$ cat src/hdl/iodr_pkg.sv
package iodr_pkg;
  localparam logic [5:0] IODR_RFR_CTRL_OFS = 6'h36;
  localparam logic [5:0] IODR_WIN_CTRL_OFS = 6'h3f;
  localparam int IODR_RELOC_MSB = 7;
  localparam int IODR_RELOC_LSB = 6;
  localparam int IODR_REF_EN_BIT = 7;
  localparam int IODR_REF_WAIT_BIT = 6;
  localparam int IODR_CYC_HI_BIT = 1;
  localparam int IODR_CYC_LO_BIT = 0;
  localparam logic [7:0] IODR_RFR_CTRL_RST = 8'hc0;
  localparam logic [7:0] IODR_WIN_CTRL_RST = 8'h00;
  localparam logic [7:0] IODR_RFR_CTRL_MASK = 8'hc3;
  localparam int IODR_INTERVAL_CODE0 = 248;
  localparam int IODR_INTERVAL_CODE1 = 496;
  localparam int IODR_INTERVAL_CODE2 = 744;
  localparam int IODR_INTERVAL_CODE3 = 992;
  localparam logic [1:0] IODR_REF_SHORT_LEN = 2'h2;
  localparam logic [1:0] IODR_REF_LONG_LEN = 2'h3;

  typedef struct packed {
    logic valid;
    logic wr;
    logic [15:0] addr;
    logic [7:0] wdata;
  } iodr_io_req_t;

  typedef enum logic [0:0] {
    IODR_IDLE = 1'b0,
    IODR_REFRESH = 1'b1
  } iodr_state_t;
endpackage

$ cat src/hdl/iodr_top.sv
`timescale 1ns/1ps
module iodr_top #(
  parameter int INTERVAL_CODE0 = iodr_pkg::IODR_INTERVAL_CODE0,
  parameter int INTERVAL_CODE1 = iodr_pkg::IODR_INTERVAL_CODE1,
  parameter int INTERVAL_CODE2 = iodr_pkg::IODR_INTERVAL_CODE2,
  parameter int INTERVAL_CODE3 = iodr_pkg::IODR_INTERVAL_CODE3
) (
  // clock and reset
  input wire logic sys_clk,
  input wire logic sys_rst,
  // cpu i/o request, one-cycle strobe
  input wire iodr_pkg::iodr_io_req_t io_req,
  output logic io_internal,
  output logic io_external,
  output logic io_ignore_wait,
  output logic [7:0] io_rdata,
  output logic io_rvalid,
  // bus state
  input wire logic bus_granted,
  input wire logic wait_state,
  // refresh bus cycle
  output logic refresh_n,
  output logic refresh_busy,
  output logic [7:0] refresh_addr
);
  logic [7:0] dram_refresh_control;
  logic [7:0] io_window_control;
  logic [9:0] interval_cnt;
  logic refresh_pending;
  logic [1:0] ref_cnt;
  logic [1:0] ref_len;
  iodr_pkg::iodr_state_t state;
  iodr_pkg::iodr_state_t next_state;

  // window decode: upper byte zero and bits 7:6 match relocation field
  wire logic [1:0] io_window_relocation = io_window_control[iodr_pkg::IODR_RELOC_MSB:iodr_pkg::IODR_RELOC_LSB];
  wire logic upper_zero = (io_req.addr[15:8] == 8'h00);
  wire logic win_hit = upper_zero && (io_req.addr[7:6] == io_window_relocation);
  wire logic [5:0] reg_ofs = io_req.addr[5:0];
  wire logic hit_refresh_ctrl = win_hit && (reg_ofs == iodr_pkg::IODR_RFR_CTRL_OFS);
  wire logic hit_window_ctrl = win_hit && (reg_ofs == iodr_pkg::IODR_WIN_CTRL_OFS);

  // every access reaches the external bus; internal ones run without waits
  assign io_internal = io_req.valid && win_hit;
  assign io_external = io_req.valid;
  assign io_ignore_wait = (io_req.valid && win_hit) || refresh_busy;

  // register writes; unused refresh control bits always read zero
  always_ff @(posedge sys_clk)
  begin
    if (sys_rst)
    begin
      dram_refresh_control <= iodr_pkg::IODR_RFR_CTRL_RST;
      io_window_control <= iodr_pkg::IODR_WIN_CTRL_RST;
    end
    else if (io_req.valid && io_req.wr)
    begin
      if (hit_refresh_ctrl)
        dram_refresh_control <= io_req.wdata & iodr_pkg::IODR_RFR_CTRL_MASK;
      if (hit_window_ctrl)
        io_window_control <= io_req.wdata;
    end
  end

  // read data from registers; external bus data never used here
  always_ff @(posedge sys_clk)
  begin
    if (sys_rst)
    begin
      io_rdata <= 8'h00;
      io_rvalid <= 1'b0;
    end
    else
    begin
      io_rvalid <= io_req.valid && !io_req.wr && win_hit;
      io_rdata <= hit_refresh_ctrl ? dram_refresh_control : (hit_window_ctrl ? io_window_control : 8'h00);
    end
  end

  // interval selection per cycle code
  wire logic [1:0] cyc_sel = {dram_refresh_control[iodr_pkg::IODR_CYC_HI_BIT],
                              dram_refresh_control[iodr_pkg::IODR_CYC_LO_BIT]};
  wire logic [9:0] interval_max = (cyc_sel == 2'h0) ? 10'(INTERVAL_CODE0 - 1) :
                                  (cyc_sel == 2'h1) ? 10'(INTERVAL_CODE1 - 1) :
                                  (cyc_sel == 2'h2) ? 10'(INTERVAL_CODE2 - 1) :
                                  10'(INTERVAL_CODE3 - 1);
  wire logic refresh_en = dram_refresh_control[iodr_pkg::IODR_REF_EN_BIT];
  wire logic tick = (interval_cnt >= interval_max);

  // timer runs even while bus is granted, so no relation to bus exchange
  always_ff @(posedge sys_clk)
  begin
    if (sys_rst)
      interval_cnt <= 10'h000;
    else
      interval_cnt <= tick ? 10'h000 : interval_cnt + 10'h001;
  end

  // a request waits for a free bus; it is dropped if refresh is disabled
  wire logic can_start = refresh_pending && !bus_granted && !wait_state && !io_req.valid;
  always_ff @(posedge sys_clk)
  begin
    if (sys_rst)
      refresh_pending <= 1'b0;
    else if (!refresh_en)
      refresh_pending <= 1'b0;
    else if (tick)
      refresh_pending <= 1'b1;
    else if (state == iodr_pkg::IODR_IDLE && can_start)
      refresh_pending <= 1'b0;
  end

  // refresh cycle: length latched at start so a mid-cycle write can't stretch it
  always_comb
  begin
    case (state)
      iodr_pkg::IODR_IDLE: next_state = can_start ? iodr_pkg::IODR_REFRESH : iodr_pkg::IODR_IDLE;
      iodr_pkg::IODR_REFRESH: next_state = (ref_cnt == ref_len - 2'h1) ? iodr_pkg::IODR_IDLE : iodr_pkg::IODR_REFRESH;
      default: next_state = iodr_pkg::IODR_IDLE;
    endcase
  end

  always_ff @(posedge sys_clk)
  begin
    if (sys_rst)
    begin
      state <= iodr_pkg::IODR_IDLE;
      ref_cnt <= 2'h0;
      ref_len <= iodr_pkg::IODR_REF_LONG_LEN;
      refresh_addr <= 8'h00;
    end
    else
    begin
      state <= next_state;
      if (state == iodr_pkg::IODR_IDLE && can_start)
      begin
        ref_cnt <= 2'h0;
        ref_len <= dram_refresh_control[iodr_pkg::IODR_REF_WAIT_BIT] ?
                   iodr_pkg::IODR_REF_LONG_LEN : iodr_pkg::IODR_REF_SHORT_LEN;
      end
      else if (state == iodr_pkg::IODR_REFRESH)
        ref_cnt <= ref_cnt + 2'h1;
      if (state == iodr_pkg::IODR_REFRESH && next_state == iodr_pkg::IODR_IDLE)
        refresh_addr <= refresh_addr + 8'h01;
    end
  end

  // strobe low for the whole refresh; row drives A0-A7 meanwhile
  assign refresh_busy = (state == iodr_pkg::IODR_REFRESH);
  assign refresh_n = !refresh_busy;
endmodule

$ cat config.mk
export PLATFORM = sky130hd
export DESIGN_NAME = iodr_top
export DESIGN_NICKNAME = d
export VERILOG_FILES = /design/src/hdl/iodr_pkg.sv /design/src/hdl/iodr_top.sv
export SDC_FILE = /design/constraint.sdc
export NUM_CORES = 1
export LEC_CHECK = 0
export ABC_AREA = 1
export BUFFER_PORTS_ARGS = -buffer_cell sky130_fd_sc_hd__buf_2
export CAP_MARGIN = 20
export CORE_MARGIN = 2
export CORE_UTILIZATION = 45
export DETAILED_ROUTE_END_ITERATION = 10
export GPL_TIMING_DRIVEN = 0
export PLACE_DENSITY_LB_ADDON = 0.08
export REMOVE_ABC_BUFFERS = 1
export SLEW_MARGIN = 20
export SYNTH_ARGS = -nofsm -noshare
export SYNTH_HDL_FRONTEND = slang
export SYNTH_SLANG_ARGS = --single-unit
$ cat constraint.sdc
create_clock -name sys_clk -period 1.6 [get_ports sys_clk]
set_input_delay 0 -clock sys_clk [delete_from_list [all_inputs] [get_ports sys_clk]]
set_output_delay 0 -clock sys_clk [all_outputs]
set_load 0.005 [all_outputs]
; ---- Yosys cells after proc, flatten, opt, wreduce, memory -nomap -nowiden
; Index checks and enable logic that the tools add are counted.
[totals]
ff_bits = 45
out_inout_bits = 22
word_cells = 64
[classes]
order_cmp = 1
bitwise = 4
eq_ne = 6
reduce_logical = 27
addsub = 4
muxes = 11
[ops]
columns = op, n
row1 = $mux 10, 2
row2 = $mux 8, 2
row3 = $eq 6x6->1 const B, 2
row4 = $logic_and 1x1->1, 12
row5 = $add 10x1->10 const B, 1
row6 = $ge 10x10->1, 1
row7 = $mux 9, 1
row8 = $add 8x1->8 const B, 1
row9 = $logic_not 8->1, 1
row10 = $reduce_or 2->1, 3
row11 = $logic_not 1->1, 5
row12 = $mux 1, 5
row13 = $eq 2x2->1, 2
row14 = $not 1->1, 4
row15 = $reduce_and 2->1, 2
row16 = $reduce_or 3->1, 1
row17 = $add 2x1->2 const B, 1
row18 = $eq 2x1->1 const B, 1
row19 = $eq 2x2->1 const B, 1
row20 = $logic_not 2->1, 1
row21 = $pmux 1 s2, 1
row22 = $reduce_bool 2->1, 1
row23 = $sub 2x1->2 const B, 1
row24 = $logic_or 1x1->1, 1

; ---- Depth between registers and ports, before layout
; Gate-level depths: netlist (run 1).
[depth]
depth_word = 8
depth_mapped = 10
ltp_nobuf = 10

; ---- Worst setup path after synthesis (run 1)
; OpenSTA, ideal clock, no wires.
[synth_path]
path_type = register to register
startpoint = register dram_refresh_control[0]
endpoint = register interval_cnt[9]
t_arrival_ps = 1667
n_path_buf = 0
setup_time_ps = 121
stages_incl_launch_ff = 10
setup_slack_ps = -188
cell_sequence = dfxtp_1 > inv_1 > ha_1 > or2_2 > ha_1 > nand2_1 > nor2_1 > o21ai_0 > nand4_2 > nor2_1
[synth_via]
elab_chain_cells = 6
word_cells_on_any_way = 8
classes_between = order compare: 1 / eq/ne: 2 / mux: 3 / reduce/logical: 2
[synth_lines]
columns = element, line_no
row1 = from (decl), iodr_top.sv:26  ; logic [7:0] dram_refresh_control;
row2 = from (signal assigned), iodr_top.sv:53  ; dram_refresh_control <= iodr_pkg::IODR_RFR_CTRL_RST;
row3 = from (signal assigned), iodr_top.sv:59  ; dram_refresh_control <= io_req.wdata & iodr_pkg::IODR_RFR_CTRL_MASK;
row4 = $eq 2x2->1, iodr_top.sv:85  ; (cyc_sel == 2'h2) ? 10'(INTERVAL_CODE2 - 1) :
row5 = $mux 9, iodr_top.sv:85
row6 = $mux 10, iodr_top.sv:84  ; (cyc_sel == 2'h1) ? 10'(INTERVAL_CODE1 - 1) :
row7 = $mux 10 (*), iodr_top.sv:83  ; wire logic [9:0] interval_max = (cyc_sel == 2'h0) ? 10'(INTERVAL_CODE0 - 1) :
row8 = $ge 10x10->1 (*), iodr_top.sv:88  ; wire logic tick = (interval_cnt >= interval_max);
row9 = $reduce_or 2->1 (no source line) (*), -
row10 = to (signal assigned), iodr_top.sv:96  ; interval_cnt <= tick ? 10'h000 : interval_cnt + 10'h001;
row11 = to (decl), iodr_top.sv:28  ; logic [9:0] interval_cnt;
; Every way passes the cells marked *; elsewhere a longest branch is shown, timed or not.
; A chain may end at the register's enable or synchronous reset.

; ---- Final worst setup path (run 1)
[layout_path]
startpoint = register dram_refresh_control[0]
endpoint = register interval_cnt[8]
; Same word-level chain as after synthesis.

==> results_dict.tcl, run 1 <==
set metrics [dict create \
    outcome "complete, but fails checks" \
    violations "hold timing, setup timing" \
    ir_worst_vdd_v 0.0004466 \
    worst_pin_slew_ps 723.1 \
    routed_wl_mm 4.508 \
    dp_slack_ps -432.8 \
    cpMostUsedCell "ha_4" \
    yosysMostFrequentCell "nand2_1" \
    cp-end-kind "register" \
    ant_nets 0 \
    dp_hpwl_mm 3.140 \
    cp.arrival_ps 1960 \
    rsz0062_at_grt "yes" \
    syn_avg_cell_area_sq_um 7.150 \
    cts_tree "yes" \
    worstSetupStartpointType "register" \
    synthToLayoutAreaGrowth_pct 30.54 \
    max_freq_mhz 568.9 \
    min_period_ps 1758 \
    die_area_sq_mm 0.005234 \
    ys_ff_latch 44 \
    place.gp.congestion 0.7527 \
    r2r_slack_ps -160 \
    grt_pass1_vias 1744 \
    critPathKind "reg -> reg" \
    ys.flop_type "dfxtp_1" \
    max-cap-violations 0 \
    synth_cell_types 27 \
    nFillCells 413 \
    cpLargestDelayFamily "simple AND/OR/NAND/NOR gates" \
    wl_per_cell_microns 10.81 \
    grt_first_pass_wirelength_mm 7.403 \
    final_net_count 404 \
    diodes 0 \
    initial_core_util_pct 47.62 \
    firstDrtPassIters 4 \
    grt_max_degree 27 \
    slowest_delay_ps 360 \
    die_h_microns 72.35 \
    clock_latency_ps 300 \
    placed_cells 392 \
    synth_cells 294 \
    cts.sinks 44 \
    netlist.area_leader.share_pct 41.90 \
    ys_top_cells_by_area "dfxtp_1 42%, nand2_1 11%, nor2_1 11%" \
    portBuffers 51 \
    yosys-top-cells-count "62 x nand2_1, 59 x nor2_1, 44 x dfxtp_1" \
    post-route-period-util_pct 109.9 \
    hold_viol 2 \
    grt_overflow_total 0 \
    finalNonFillerCells 417 \
    power_density_mw_per_mm2 712.5 \
    required_ps 1800 \
    critPathMaxFanout 5 \
    hp-class "in -> reg" \
    syn_area_sq_mm 0.002102 \
    holdWs_ps -74.99 \
    crit_buf_inv 2 \
    cts_root_buf "clkbuf_8" \
    grt_use_total_pct 17.85 \
    seq_area_frac_synth_pct 41.90 \
    cts.reportedPaths.clkPinSlew_ps 80 \
    antenna_found_initial 0 \
    num_vias 1982 \
    num_io_pins 52 \
    maxSlewViolCount 0 \
    p_leak_uw 0.001305 \
    final.setup.worst_slack_ps -157.8 \
    rows 24 \
    first_iter_violations 66 \
    relSlewSlack_pct 51.50 \
    crit_chain "inv_2 > ha_4 > or2_4 > ha_4 > nand2_4 > nor2_4 > o21ai_2 > nand4_4 > buf_6 > nor2_1" \
    synth-async-reset-ratio_pct 0 \
    die_x_microns 72.35 \
    cts-buffers-inserted 5 \
    synth_edf_count 0 \
    synth.largest_area_cell "dfxtp_1" \
    yosysWarnings 0 \
    skew_ps 6.242 \
    setup_viol 11 \
    avgViaCountPerCell 4.753 \
    drcViolationCount 0 \
    slowest_stage "dfxtp_2" \
    cts_max_path_buffers 2 \
    power_uw 1955 \
    htree_levels 2 \
    core-area_sq_mm 0.004414 \
    drive_gt1_share_pct 26.03 \
]
## through the flow
step / util [%] / area [sq um] / TNS (ps)
after floorplan: - / 2064 / -1902
after global placement: 54.02 / 2385 / -4447
after detailed placement: 54.02 / 2385 / -4558
after CTS: 60.63 / 2676 / -1309
after global routing: 62.16 / 2744 / -2283
final: 62.16 / 2744 / -1547
## registers in the layout (all words and copies together), names as in the netlist
name,count
dram_refresh_control,4
refresh_pending,1
interval_cnt,10
refresh_addr,8
io_window_control,8
refresh_busy,1
io_rvalid,1
io_rdata,8
ref_len,1
ref_cnt,2
## repair_timing
action	4_1_cts	5_1_grt
resized for setup	23	6
cloned	1	0
hold buffers	6	1
setup buffers	5	4
pin swaps	12	3
hold endpoints to repair	11	4
endpoints found under the setup margin	17	26
## worst register-to-register path: stages, from the launching register on
cell     delay (ps)
dfxtp_2         360
inv_2            60
ha_4            140
or2_4           250
ha_4            280
nand2_4          50
nor2_4          120
o21ai_2         100
nand4_4         110
buf_6           150
nor2_1           40
## logic make-up after synthesis
family / synth area share, %
xor gates and xnor gates: 4.583
adders and majority gates: 5.952
and+or+nand+nor: 34.52
AOI/OAI and AO/OA: 4.048
buffers and inverters: 8.987
DFF: 41.90
## report_power, final
group | leakage [uW] | internal [uW] | switching [uW] | total (uW)
Clock | 0.0000510 | 345 | 376 | 721
Combinational | 0.000897 | 61.1 | 67.4 | 129
Sequential | 0.000357 | 1100 | 5.26 | 1110
Total | 0.00130 | 1510 | 449 | 1950
## metal layers
| metal | wire, microns | track usage [%] |
|---|---|---|
| met3 | 253 | 3.611 |
| met1 | 2106 | 22.74 |
| met5 | 0 | 0 |
| met4 | 53 | 5.660 |
| met2 | 2093 | 30.28 |
## path summary, 6_finish.rpt
check / startpoint / endpoint / cells after the start
worst max-delay path: dram_refresh_control[0]$_SDFFE_PP0P_ / interval_cnt[8]$_SDFF_PP0_ / 10
worst min-delay path: sys_rst / refresh_addr[4]$_SDFFE_PP0P_ / 2
worst max register to register: dram_refresh_control[0]$_SDFFE_PP0P_ / interval_cnt[8]$_SDFF_PP0_ / 10
worst min register to register: io_window_control[4]$_SDFFE_PP0P_ / io_rdata[4]$_SDFF_PP0_ / 2
## cell type report
cell class,instances,area (sq um),share of cell area (%)
multi-input combinational,205,1139,41.50
sequential,44,884.6,32.24
timing repair buffer,68,407.9,14.87
inverter,40,155.1,5.654
clock buffer,6,82.58,3.010
tap,52,65.06,2.371
clock inverter,2,10.01,0.3648
## layout by cell type, fill, tap and decap left out, drive strengths merged
cell         count
nand2           64
clkbuf           6
a21oi            8
dfxtp           44
buf             61
clkinvlp         1
a21o             1
ha              10
clkinv           4
nand4            4
nand3           30
o21ai            6
dlygate4sd3      7
nor2            63
xnor2            4
o211ai           1
inv             37
or2              1
nor3             6
xor2             7
Power figures use the tool's default switching activity.
==> run 2: changes to the inputs <==
--- a/config.mk
+++ b/config.mk
@@ -10,6 +10,7 @@
 export CAP_MARGIN = 20
 export CORE_MARGIN = 2
 export CORE_UTILIZATION = 45
+export CTS_BUF_LIST = sky130_fd_sc_hd__clkbuf_4
 export DETAILED_ROUTE_END_ITERATION = 10
 export GPL_TIMING_DRIVEN = 0
 export PLACE_DENSITY_LB_ADDON = 0.08
==> results_dict.tcl, run 2 (synthesized netlist as in run 1, its figures left out) <==
set metrics [dict create \
    final.setup.worst_slack_ps -171.8 \
    power_frac_clock_pct 29.3 \
    placed_cells 392 \
    clock_latency_ps 360 \
    outcome "complete, but fails checks" \
    postLayoutCoreUtil_pct 62.93 \
    p_leak_uw 0.001321 \
    final_net_count 410 \
    required_ps 1850 \
    ant_nets 0 \
    p_sw_uw 424.2 \
    diodes 0 \
    power_frac_comb_pct 7.6 \
    power_density_mw_per_mm2 631.3 \
    grt_max_degree 27 \
    core-area_sq_mm 0.004414 \
    cp.arrival_ps 2020 \
    crit_chain "inv_2 > ha_1 > or2_4 > ha_4 > nand2_4 > nor2_4 > nand3_4 > nand4_4 > buf_6 > nor2_1" \
    hold_buffers 11 \
    cp-end-kind "register" \
    skew_ps 13.32 \
    min_period_ps 1772 \
    dp_slack_ps -432.8 \
    grt_pass1_vias 1814 \
    final_cell_mix "61 x nand2_1, 58 x nor2_1, 51 x buf_2" \
    critPathMaxFanout 5 \
    slowest_delay_ps 360 \
    largest_register "interval_cnt" \
    max_freq_mhz 564.4 \
    synthToLayoutAreaGrowth_pct 32.14 \
    worstSetupStartpointType "register" \
    place.gp.congestion 0.7527 \
    routed_wl_mm 4.525 \
    antenna_found_initial 0 \
    max-cap-violations 0 \
    avgViaCountPerCell 4.700 \
    die_x_microns 72.35 \
    setup_viol 11 \
    critPathKind "reg -> reg" \
    hold_viol 6 \
    num_io_pins 52 \
    first_iter_violations 66 \
    hp-class "in -> reg" \
    cts_max_path_buffers 2 \
    worst_pin_slew_ps 728.7 \
    cts.reportedPaths.clkPinSlew_ps 130 \
    drive_gt1_share_pct 26.15 \
    die_area_sq_mm 0.005234 \
    htree_levels 2 \
    drcViolationCount 0 \
    firstDrtPassIters 4 \
    cts_tree "yes" \
    rsz0062_at_grt "yes" \
    num_vias 1988 \
    grt_overflow_total 0 \
    portBuffers 51 \
    grt_first_pass_wirelength_mm 7.631 \
    grt_use_total_pct 18.60 \
    cpLargestDelayFamily "simple AND/OR/NAND/NOR gates" \
    violations "hold timing, setup timing" \
    cts_root_buf "clkbuf_4" \
    maxSlewViolCount 0 \
    largest_reg_flops 10 \
    pwr-share-seq_pct 63.1 \
    cts-buffers-inserted 5 \
    relSlewSlack_pct 51.12 \
    finalNonFillerCells 423 \
    die_h_microns 72.35 \
    final_common_cell "nand2_1" \
    swShare_pct 24.19 \
    wl_per_cell_microns 10.70 \
    cts.sinks 44 \
    ir_worst_vdd_v 0.0003775 \
    internal_power_uw 1329 \
    holdWs_ps -96.91 \
    rows 24 \
    crit_buf_inv 2 \
    initial_core_util_pct 47.62 \
    nFillCells 413 \
    post-route-period-util_pct 110.7 \
    dp_hpwl_mm 3.140 \
    slowest_stage "dfxtp_2" \
]
[run 2: stage by stage]
stage	total power (uW)	setup TNS (ps)	hold WS, ps	area, sq um
6_report	1754	-1708	-96.91	2778
2_1_floorplan	1179	-1902	0	2064
5_1_grt	1840	-2587	-98.90	2778
3_5_place_dp	1236	-4558	186.1	2385
3_3_place_gp	1235	-4447	198.6	2385
4_1_cts	1782	-1415	-107.3	2715
[run 2: final timing paths]
kind | startpoint | endpoint | slack [ps] | depth (start not counted)
worst max-delay path | dram_refresh_control[1]$_SDFFE_PP0P_ | interval_cnt[9]$_SDFF_PP0_ | -170 | 10
worst min-delay path | sys_rst | refresh_addr[6]$_SDFFE_PP0P_ | -100 | 2
worst max register to register | dram_refresh_control[1]$_SDFFE_PP0P_ | interval_cnt[9]$_SDFF_PP0_ | -170 | 10
worst min register to register | io_window_control[4]$_SDFFE_PP0P_ | io_rdata[4]$_SDFF_PP0_ | 420 | 2
[run 2: repair_timing]
action	in CTS	in global routing
endpoints found under the setup margin	17	24
pin swaps	12	2
gates cloned	1	0
resized for setup	26	6
endpoints found under the hold margin	19	6
setup buffers	6	5
[run 2: cell type report]
| class | instances | area [sq um] | share of cell area (%) |
|---|---|---|---|
| flip-flops and latches | 44 | 885.9 | 31.89 |
| clock inverters | 3 | 13.76 | 0.4955 |
| clock buffers | 5 | 37.54 | 1.351 |
| inverters | 40 | 151.4 | 5.450 |
| repair buffers | 74 | 462.9 | 16.67 |
| well taps | 52 | 65.06 | 2.342 |
| multi-input cells | 205 | 1161 | 41.80 |
[run 2: layer usage]
layer  global-route usage [%]  vias up  share of wire [%]
li1                         -     1064                  -
met1                    22.98      879                 46
met2                    31.09       39                 47
met3                    4.444        6                5.0
met4                    7.547        0                1.4
met5                        0        -                  0
[run 2: power groups by stage]
stage,Sequential [uW],Clock [uW],Combinational [uW]
2_1_floorplan,1130,0,49.0
3_3_place_gp,1130,0,103
3_5_place_dp,1130,0,104
4_1_cts,1110,543,131
5_1_grt,1110,582,149
6_report,1110,514,133
==> run 3: changes to the inputs <==
--- a/config.mk
+++ b/config.mk
@@ -8,8 +8,10 @@
 export ABC_AREA = 1
 export BUFFER_PORTS_ARGS = -buffer_cell sky130_fd_sc_hd__buf_2
 export CAP_MARGIN = 20
+export CELL_PAD_IN_SITES_DETAIL_PLACEMENT = 0
+export CELL_PAD_IN_SITES_GLOBAL_PLACEMENT = 2
 export CORE_MARGIN = 2
-export CORE_UTILIZATION = 45
+export CORE_UTILIZATION = 27
 export CTS_BUF_LIST = sky130_fd_sc_hd__clkbuf_4
 export DETAILED_ROUTE_END_ITERATION = 10
 export GPL_TIMING_DRIVEN = 0
==> results_dict.tcl, run 3 (synthesized netlist as in run 1, its figures left out) <==
set metrics [dict create \
    num_io_pins 52 \
    cts_root_buf "clkbuf_4" \
    cts_tree "yes" \
    routed_wl_mm 5.214 \
    grt_use_total_pct 12.85 \
    final_net_count 408 \
    max-cap-violations 0 \
    antenna_found_initial 0 \
    r2r-end "interval_cnt[0]$_SDFF_PP0_" \
    grt_overflow_total 0 \
    critPathMaxFanout 7 \
    maxSlewViolCount 0 \
    drcViolationCount 0 \
    worst_pin_slew_ps 776.7 \
    regArea_sq_um 888.4 \
    min_period_ps 1810 \
    drive_gt1_share_pct 26.29 \
    diodes 0 \
    postLayoutCoreUtil_pct 36.93 \
    required_ps 1870 \
    firstDrtPassIters 4 \
    ant_nets 0 \
    grt_max_degree 27 \
    hp-class "in -> reg" \
    critPathCapture "interval_cnt[0]$_SDFF_PP0_" \
    initial_core_util_pct 27.49 \
    rsz0062_at_grt "yes" \
    cts-buffers-inserted 5 \
    die_x_microns 92.24 \
    cp-end-kind "register" \
    r2r_slack_ps -210 \
    grt_pass1_vias 1922 \
    ir_worst_vdd_v 0.0002893 \
    multi_input_comb_area_sq_mm 0.001149 \
    num_vias 2003 \
    post-route-period-util_pct 113.1 \
    reg2reg_depth 10 \
    final_common_cell "nand2_1" \
    tns_ps -2145 \
    dp_slack_ps -512.6 \
    core-area_sq_mm 0.007647 \
    placed_cells 442 \
    holdWs_ps -101.4 \
    violations "hold timing, setup timing" \
    cts.reportedPaths.clkPinSlew_ps 150 \
    cts_max_path_buffers 2 \
    setup_viol 11 \
    cp.arrival_ps 2080 \
    outcome "complete, but fails checks" \
    power_density_mw_per_mm2 639.3 \
    largest_reg_flops 10 \
    avgViaCountPerCell 4.253 \
    finalNonFillerCells 471 \
    nFillCells 857 \
    clock_latency_ps 360 \
    final_cell_mix "61 x nand2_1, 56 x nor2_1, 51 x buf_2" \
    max_freq_mhz 552.4 \
    synthToLayoutAreaGrowth_pct 34.35 \
    wl_per_cell_microns 11.07 \
    relSlewSlack_pct 47.90 \
    grt_first_pass_wirelength_mm 8.673 \
    worstSetupStartpointType "register" \
    place.gp.congestion 0.6770 \
    crit_path_start "dram_refresh_control[0]$_SDFFE_PP0P_" \
    portBuffers 51 \
    hold_buffers 11 \
    die_h_microns 92.24 \
    skew_ps 13.98 \
    htree_levels 2 \
    cts.sinks 44 \
    p_leak_uw 0.001311 \
    final.setup.worst_slack_ps -210.1 \
    die_area_sq_mm 0.008507 \
    hold_viol 6 \
    dp_hpwl_mm 3.685 \
    first_iter_violations 57 \
    largest_register "interval_cnt" \
    rr_startpoint "dram_refresh_control[0]$_SDFFE_PP0P_" \
    rows 32 \
    critPathKind "reg -> reg" \
]
-- run 3: worst min path at each step --
stage	from	endpoint	slack (ps)	depth (start not counted)
after global placement	io_req[24]	io_rvalid$_SDFF_PP0_	190	2
after CTS	sys_rst	refresh_addr[7]$_SDFFE_PP0P_	-100	2
after global routing	sys_rst	refresh_addr[1]$_SDFFE_PP0P_	-100	2
final	sys_rst	refresh_addr[6]$_SDFFE_PP0P_	-100	2
after detailed placement	io_req[24]	io_rvalid$_SDFF_PP0_	200	2
after floorplan	io_req[25]	io_external	0	0
-- run 3: metal layers --
metal	GRT usage (%)	share of wire [%]	vias to the layer above
li1	-	-	1059
met1	15.72	47	896
met2	22.00	47	43
met3	3.369	4.9	5
met4	4.104	1.3	0
met5	0	0	-
-- run 3: repair_timing --
item,4_1_cts,5_1_grt
endpoints found under the hold margin,19,6
pin swaps,8,8
resized for setup,10,22
setup buffers,6,4
endpoints found under the setup margin,18,26
-- run 3: final cells by class --
type | count | area share [%]
Sequential cell | 44 | 31.46
Clock inverter | 3 | 0.6646
Tap cell | 102 | 4.519
Timing Repair Buffer | 72 | 15.99
Multi-Input combinational cell | 205 | 40.67
Inverter | 40 | 5.361
Clock buffer | 5 | 1.329
-- run 3: stage by stage --
step | power [uW] | area, sq um
after floorplan | 1179 | 2064
after global placement | 1241 | 2447
after detailed placement | 1240 | 2447
final | 1805 | 2824
after CTS | 1845 | 2691
after global routing | 1909 | 2824
-- run 3: power by group --
part | total, uW | leakage [uW] | internal (uW) | switching, uW
sequential | 1110 | 0.000357 | 1100 | 5.40
clock | 563 | 0.0000249 | 166 | 396
combinational | 137 | 0.000929 | 66.7 | 70.0
-- run 3: worst max-delay path, cell delays in order, from the launching register on --
cell and delay, ps:
dfxtp_4 390, inv_2 40, ha_2 160, or2_4 230
ha_4 280, nand2_4 50, nor2_4 130, nand3_4 100
nand4_4 110, buf_6 160, nor2_1 40
